`src/irq_pkg.sv`:
```
// constants, types and state encodings for the interrupt pending logic
// assumes a single 40 MHz processor clock and synchronous reset
// Contract
// - thirty peripheral interrupt inputs, each with a priority level 0 to 7.
// - numerically lower priority level wins; level 0 is most urgent.
// - priority splits into group part and subpriority part for arbitration.
// - each input is configured as level-sensitive or pulse request.
// - one extra non-maskable interrupt input that software cannot mask.
// - core stacks state on entry and unstacks on exit without instructions.
// - pulse inputs sampled on rising clock edge; detected pulse is latched.
// - high input while not active makes the interrupt pending.
// - rising edge on input makes the interrupt pending.
// - software set-pending or soft trigger makes the interrupt pending.
// - service entry clears pending and marks the interrupt active.
// - level return: pending if input still high, otherwise inactive.
// - pulse during active gives active-and-pending; return gives pending.
// - pulse return without new pulse makes the interrupt inactive.
// - level clear-pending: unchanged while input high, otherwise inactive.
// - pulse clear-pending: pending to inactive, active-pending to active.
package irq_pkg;
  localparam int NUM_IRQ = 30;
  localparam int IDX_W = 5;
  localparam int PRIO_W = 3;
  localparam int GROUP_SEL_W = 2;
  localparam int VEC_W = 6;
  localparam logic [VEC_W-1:0] VEC_NONE = 6'h00;
  localparam logic [VEC_W-1:0] VEC_NMI = 6'h02;
  localparam logic [VEC_W-1:0] VEC_IRQ_BASE = 6'h10;
  localparam logic [PRIO_W:0] PRIO_IDLE = 4'h8;
  localparam int ST_PEND = 0;
  localparam int ST_ACT = 1;
  typedef enum logic [1:0] {
    IRQ_INACTIVE = 2'b00,
    IRQ_PENDING = 2'b01,
    IRQ_ACTIVE = 2'b10,
    IRQ_ACT_PEND = 2'b11
  } irq_state_type;
endpackage

```
`src/nested_vector_irq_ctrl.sv`:
```
// interrupt pending/active tracking and priority arbitration front end
// assumes core entry/exit strobes and software writes are on CLK_I
`timescale 1ns/100ps
module nested_vector_irq_ctrl
(
  // clock and reset
  input wire logic CLK_I,
  input wire logic SRST_I,
  // peripheral request lines
  input wire logic [irq_pkg::NUM_IRQ-1:0] IRQ_LINE_I,
  input wire logic NMI_LINE_I,
  // configuration
  input wire logic [irq_pkg::NUM_IRQ-1:0] PULSE_MODE_I,
  input wire logic [irq_pkg::NUM_IRQ*irq_pkg::PRIO_W-1:0] PRIO_I,
  input wire logic [irq_pkg::GROUP_SEL_W-1:0] SUBPRIO_BITS_I,
  input wire logic [irq_pkg::NUM_IRQ-1:0] ENABLE_I,
  // software pending control
  input wire logic [irq_pkg::NUM_IRQ-1:0] SET_PEND_I,
  input wire logic [irq_pkg::NUM_IRQ-1:0] CLR_PEND_I,
  input wire logic SOFT_TRIG_WR_I,
  input wire logic [irq_pkg::IDX_W-1:0] SOFT_TRIG_IDX_I,
  // core service routine handshake
  input wire logic ENTER_I,
  input wire logic [irq_pkg::VEC_W-1:0] ENTER_VEC_I,
  input wire logic EXIT_I,
  input wire logic [irq_pkg::VEC_W-1:0] EXIT_VEC_I,
  // status and request to core
  output logic [irq_pkg::NUM_IRQ-1:0] PENDING_O,
  output logic [irq_pkg::NUM_IRQ-1:0] ACTIVE_O,
  output logic REQ_O,
  output logic [irq_pkg::VEC_W-1:0] REQ_VEC_O,
  output logic [irq_pkg::PRIO_W-1:0] REQ_PRIO_O,
  output logic NMI_PEND_O,
  output logic NMI_ACTIVE_O
);
  import irq_pkg::*;

  // three-stage input synchronisers
  logic [NUM_IRQ-1:0] s1_q, s2_q, s3_q;
  logic nmi1_q, nmi2_q, nmi3_q;
  logic [NUM_IRQ-1:0] s1_d, s2_d, s3_d;
  logic nmi1_d, nmi2_d, nmi3_d;
  logic [NUM_IRQ-1:0] level_hi, edge_hi;
  logic nmi_edge;

  always_comb
  begin
    s1_d = IRQ_LINE_I;
    s2_d = s1_q;
    s3_d = s2_q;
    nmi1_d = NMI_LINE_I;
    nmi2_d = nmi1_q;
    nmi3_d = nmi2_q;
  end

  always_ff @(posedge CLK_I)
  begin
    if (SRST_I)
    begin
      s1_q <= '0;
      s2_q <= '0;
      s3_q <= '0;
      nmi1_q <= 1'b0;
      nmi2_q <= 1'b0;
      nmi3_q <= 1'b0;
    end
    else
    begin
      s1_q <= s1_d;
      s2_q <= s2_d;
      s3_q <= s3_d;
      nmi1_q <= nmi1_d;
      nmi2_q <= nmi2_d;
      nmi3_q <= nmi3_d;
    end
  end

  // level seen when stages two and three are both high; edge when stage two is high and stage three still low
  assign level_hi = s2_q & s3_q;
  assign edge_hi = s2_q & ~s3_q;
  assign nmi_edge = nmi2_q & ~nmi3_q;

  // per-interrupt state
  irq_state_type st_q [NUM_IRQ];
  irq_state_type st_d [NUM_IRQ];
  logic nmi_pend_q, nmi_act_q, nmi_pend_d, nmi_act_d;

  genvar g;
  generate
    for (g = 0; g < NUM_IRQ; g++)
    begin : g_irq
      logic enter_me, exit_me, sw_set, pend, act;
      logic [VEC_W-1:0] my_vec;
      assign my_vec = VEC_W'(VEC_IRQ_BASE + VEC_W'(g));
      assign enter_me = ENTER_I && (ENTER_VEC_I == my_vec);
      assign exit_me = EXIT_I && (EXIT_VEC_I == my_vec);
      assign sw_set = SET_PEND_I[g] ||
        (SOFT_TRIG_WR_I && (SOFT_TRIG_IDX_I == IDX_W'(g)));

      always_comb
      begin
        pend = st_q[g][ST_PEND];
        act = st_q[g][ST_ACT];
        if (enter_me)
        begin
          pend = 1'b0;
          act = 1'b1;
        end
        else if (exit_me)
        begin
          act = 1'b0;
          if (PULSE_MODE_I[g])
            pend = pend;
          else
            pend = level_hi[g];
        end
        if (CLR_PEND_I[g])
        begin
          if (PULSE_MODE_I[g])
            pend = 1'b0;
          else if (!level_hi[g])
          begin
            pend = 1'b0;
            act = 1'b0;
          end
        end
        // hardware and software sets win over a clear in the same cycle
        if (PULSE_MODE_I[g])
        begin
          if (edge_hi[g])
            pend = 1'b1;
        end
        else if (level_hi[g] && !act)
          pend = 1'b1;
        if (sw_set)
          pend = 1'b1;
        st_d[g] = irq_state_type'({act, pend});
      end

      always_ff @(posedge CLK_I)
      begin
        if (SRST_I)
          st_q[g] <= IRQ_INACTIVE;
        else
          st_q[g] <= st_d[g];
      end

      assign PENDING_O[g] = st_q[g][ST_PEND];
      assign ACTIVE_O[g] = st_q[g][ST_ACT];
    end
  endgenerate

  // non-maskable line: edge latched, ignores enables
  always_comb
  begin
    nmi_pend_d = nmi_pend_q;
    nmi_act_d = nmi_act_q;
    if (ENTER_I && ENTER_VEC_I == VEC_NMI)
    begin
      nmi_pend_d = 1'b0;
      nmi_act_d = 1'b1;
    end
    else if (EXIT_I && EXIT_VEC_I == VEC_NMI)
      nmi_act_d = 1'b0;
    if (nmi_edge)
      nmi_pend_d = 1'b1;
  end

  always_ff @(posedge CLK_I)
  begin
    if (SRST_I)
    begin
      nmi_pend_q <= 1'b0;
      nmi_act_q <= 1'b0;
    end
    else
    begin
      nmi_pend_q <= nmi_pend_d;
      nmi_act_q <= nmi_act_d;
    end
  end

  assign NMI_PEND_O = nmi_pend_q;
  assign NMI_ACTIVE_O = nmi_act_q;

  // arbitration: lowest level wins, group part first, then subpriority,
  // then lowest index; pending must beat the running group priority
  logic [PRIO_W-1:0] grp_mask;
  logic [PRIO_W:0] run_grp;
  logic [PRIO_W:0] best_p;
  logic [IDX_W-1:0] best_i;
  logic found;
  logic [PRIO_W-1:0] p;

  always_comb
  begin
    grp_mask = PRIO_W'({PRIO_W{1'b1}} << SUBPRIO_BITS_I);
    run_grp = PRIO_IDLE;
    best_p = PRIO_IDLE;
    best_i = '0;
    found = 1'b0;
    p = '0;
    for (int i = 0; i < NUM_IRQ; i++)
    begin
      p = PRIO_I[i*PRIO_W +: PRIO_W];
      if (st_q[i][ST_ACT] && {1'b0, p & grp_mask} < run_grp)
        run_grp = {1'b0, p & grp_mask};
    end
    for (int i = 0; i < NUM_IRQ; i++)
    begin
      p = PRIO_I[i*PRIO_W +: PRIO_W];
      if (st_q[i][ST_PEND] && ENABLE_I[i] && !st_q[i][ST_ACT] &&
          {1'b0, p & grp_mask} < run_grp && {1'b0, p} < best_p)
      begin
        best_p = {1'b0, p};
        best_i = IDX_W'(i);
        found = 1'b1;
      end
    end
  end

  logic req_q, req_d;
  logic [VEC_W-1:0] vec_q, vec_d;
  logic [PRIO_W-1:0] rprio_q, rprio_d;

  // nmi outranks every maskable line; core saves context itself
  always_comb
  begin
    req_d = 1'b0;
    vec_d = VEC_NONE;
    rprio_d = '0;
    if (nmi_pend_q && !nmi_act_q)
    begin
      req_d = 1'b1;
      vec_d = VEC_NMI;
    end
    else if (found && !nmi_act_q)
    begin
      req_d = 1'b1;
      vec_d = VEC_W'(VEC_IRQ_BASE + VEC_W'(best_i));
      rprio_d = best_p[PRIO_W-1:0];
    end
  end

  always_ff @(posedge CLK_I)
  begin
    if (SRST_I)
    begin
      req_q <= 1'b0;
      vec_q <= VEC_NONE;
      rprio_q <= '0;
    end
    else
    begin
      req_q <= req_d;
      vec_q <= vec_d;
      rprio_q <= rprio_d;
    end
  end

  assign REQ_O = req_q;
  assign REQ_VEC_O = vec_q;
  assign REQ_PRIO_O = rprio_q;
endmodule

```
`config.mk`:
```
export PLATFORM = sky130hd
export DESIGN_NAME = nested_vector_irq_ctrl
export DESIGN_NICKNAME = d
export VERILOG_FILES = /design/src/irq_pkg.sv /design/src/nested_vector_irq_ctrl.sv
export SDC_FILE = /design/constraint.sdc
export NUM_CORES = 1
export LEC_CHECK = 0
export BUFFER_PORTS_ARGS = -buffer_cell sky130_fd_sc_hd__buf_2
export CAP_MARGIN = 20
export CORE_MARGIN = 2
export CORE_UTILIZATION = 35
export DETAILED_ROUTE_END_ITERATION = 6
export PLACE_DENSITY = 0.67
export SLEW_MARGIN = 40
export SYNTH_ARGS = -nofsm -noshare
export SYNTH_HDL_FRONTEND = slang
export SYNTH_SLANG_ARGS = --single-unit
export TNS_END_PERCENT = 100
```
`constraint.sdc`:
```
create_clock -name CLK_I -period 80.3 [get_ports CLK_I]
set_input_delay 8.03 -clock CLK_I [delete_from_list [all_inputs] [get_ports CLK_I]]
set_output_delay 8.03 -clock CLK_I [all_outputs]
set_load 0.1 [all_outputs]
```
==> impl_metrics.ini <==
[logic_synthesis]
netlist_instances = 2545
syn_nets = 2937
synth_area_um2 = 18200
synth_largest_area_cell = dfxtp_1
seq_area_frac_synth = 0.181
netlist_top_cells_count = nand2_1, nor2_1, a21oi_1, dfxtp_1, nor2b_1
synth.top_cell.area_share = 0.181
yosysMostFrequentCell = nand2_1
yosys_warnings = 0
async_reset_ff_frac = 0
synthTopCellsByArea = dfxtp_1, ha_1, nand2_1
avgSynthCellArea_um2 = 7.16
synth_cell_type_count = 114
synth_ff_type = dfxtp_1
yosys_register_bits = 165
synth_edf_count = 0

[detailed_routing]
vias = 21238
drtIter0Drc = 1775
wl_mm = 74.7
dr.pass1.iters = 6
ant_nets = 0
viasPerCell = 5.84
drc_errors = 0
avgRoutedWirePerCell_um = 20.6

[final_layout]
areaGrowthSynthToFinish_pct = 23.4
nNetsFinal = 3323
finalInstanceArea_um2 = 22500
drive_gt1_frac = 0.242

[critical_path]
crit_path_start_kind = primary input
critPathKind = in -> reg
cp_common_cell = ha_1
end_kind = flop
worstPathRequired_ps = 80680
slowest_delay_ps = 440
cp_slowest_cell = or3_1
arrival_ps = 76330
worstPathMaxFanout = 7

[timing]
setup_violations = 0
worst_slew_pin_slew_ps = 895
fin_crit_sh = 0.946
hold_viol_final = 0
relSlewSlack = 0.398
fin_worst_skew_ps = 29.2
drv_slew = 0
fin_crit_ps = 75950
max_freq_mhz = 13.2
final.setup.tns_ps = 0

[hold_path]
min_path_type = reg -> reg

[grt]
grt_pass1_vias = 19320
grt_max_degree = 84
antenna_found_initial = 23
grt_overflow = 0
grt_usage = 0.266
grt_pass1_wl_mm = 111

[placed_design]
gp_congestion = 0.969
dpl_cell_area_um2 = 20800
hpwl_mm = 59.2
port_buffers = 336

[floorplan]
core_um2 = 51400
die_h_um = 232
start_util = 0.354
die_x_um = 232
io_pins = 337
rows = 83
die-area_um2 = 53900

[pwr]
p_leak_nw = 9.30
power_density_nw_per_um2 = 19.0
ir_worst_vdd_v = 0.0000178

[clock_network]
tritoncts = yes
cts_buffers = 17
path_clk_slew_ps = 80
root_buffer = clkbuf_16
cts_sinks = 165
clk_path_buf_depth = 2
holdBufCountCts = 0
insertion_delay_ps = 480
cts_max_level = 4

[run_status]
outcome = completed

[flow_run]
cap_viol_max_count = 0
## flip-flops by register name (all words and copies together), names as in the netlist
name and flops:
st_q 60, REQ_PRIO_O 3, NMI_PEND_O 1, nmi2_q 1, NMI_ACTIVE_O 1, REQ_O 1
nmi1_q 1, REQ_VEC_O 6, s1_q 30, nmi3_q 1, s2_q 30, s3_q 30
## final cells by class
| cell class | instances | area, um2 |
|---|---|---|
| clock inverters | 13 | 185 |
| repair buffers | 440 | 2470 |
| well taps | 680 | 851 |
| multi-input cells | 2215 | 14800 |
| inverters | 92 | 345 |
| diodes | 12 | 30.0 |
| flip-flops and latches | 165 | 3300 |
| clock buffers | 18 | 439 |
| fillers | 5309 | 28900 |
## critical path, delay by kind of cell
| kind | cells | cell delay (ps) |
|---|---|---|
| mux | 21 | 5760 |
| buf+inv | 17 | 1480 |
| fa+ha+maj | 58 | 15950 |
| simple gates | 111 | 14500 |
| compound gates | 188 | 30540 |
## worst paths after layout
kind / startpoint / endpoint / slack, ps / depth (start not counted)
max: SUBPRIO_BITS_I[0] / REQ_PRIO_O[2] / 4350 / 395
min: s1_q[13] / s2_q[13] / 430 / 1
min reg2reg: s1_q[13] / s2_q[13] / 430 / 1
max reg2reg: st_q[0][1] / REQ_PRIO_O[2] / 11410 / 393
## routing by layer
metal / global-route usage / share of wire / vias up
met5: 0 / 0.0013 / -
met4: 0.113 / 0.038 / 16
met3: 0.0502 / 0.076 / 149
met2: 0.421 / 0.45 / 870
met1: 0.352 / 0.44 / 9921
li1: - / - / 10282
## power by group
part	internal [W]	leakage, nW	switching [W]
logic	0.0000955	7.64	0.000149
clock network	0.0000508	0.302	0.0000395
registers	0.0000869	1.36	0.00000388
total	0.000233	9.30	0.000193
## cells by family (layout without fill, tap and decap cells)
logic type                 after synthesis  after routing  share of synthesized area
other                                    0             12                          0
muxes                                   46             46                     0.0289
AOI/OAI and AO/OA                      905            905                      0.355
buffers and inverters                  165            563                     0.0383
adders and majority gates              140            140                     0.0944
and+or+nand+nor                       1124           1124                      0.303
DFF                                    165            165                      0.181
## stage by stage
stage | total power, W | setup slack, ps | hold slack [ps] | utilization | cells
floorplan | 0.000252 | 3540 | 414 | - | 2545
global placement | 0.000317 | -172 | 417 | 0.404 | 3538
detailed placement | 0.000317 | -949 | 420 | 0.405 | 3538
CTS | 0.000408 | 50.7 | 430 | 0.417 | 3569
global route | 0.000453 | -630 | 447 | 0.437 | 3631
finish | 0.000426 | 4350 | 433 | 0.437 | 3635
## layout by cell type (no fill, tap or decap), types with 13 or more instances in the layout
master / n
and2_1: 51
o21ai_1: 23
a21oi_1: 156
o21ai_0: 129
nor3_1: 64
o21ai_2: 18
nor2_1: 264
o31ai_1: 21
buf_4: 104
a31oi_1: 25
o211ai_1: 27
a211oi_1: 17
a22oi_1: 26
maj3_1: 13
nand2_1: 329
nand2b_1: 46
o21bai_1: 15
a21o_1: 65
mux2i_1: 16
inv_1: 92
o21a_1: 30
or3_1: 24
a21oi_2: 35
a211o_1: 15
nand3_1: 43
dfxtp_1: 165
clkbuf_16: 17
buf_2: 335
or2_2: 28
a221oi_1: 41
ha_1: 122
nor2b_1: 154
and3_1: 13
o22ai_1: 39
a2111oi_0: 26
o31a_1: 15
## what timing repair did
| item | in CTS | in global routing |
|---|---|---|
| resized for setup | 6 | 153 |
| pin swaps | 0 | 40 |
| setup endpoints to repair | 9 | 9 |
| cloned | 0 | 0 |
| setup buffers | 0 | 54 |
Power figures use the tool's default switching activity.
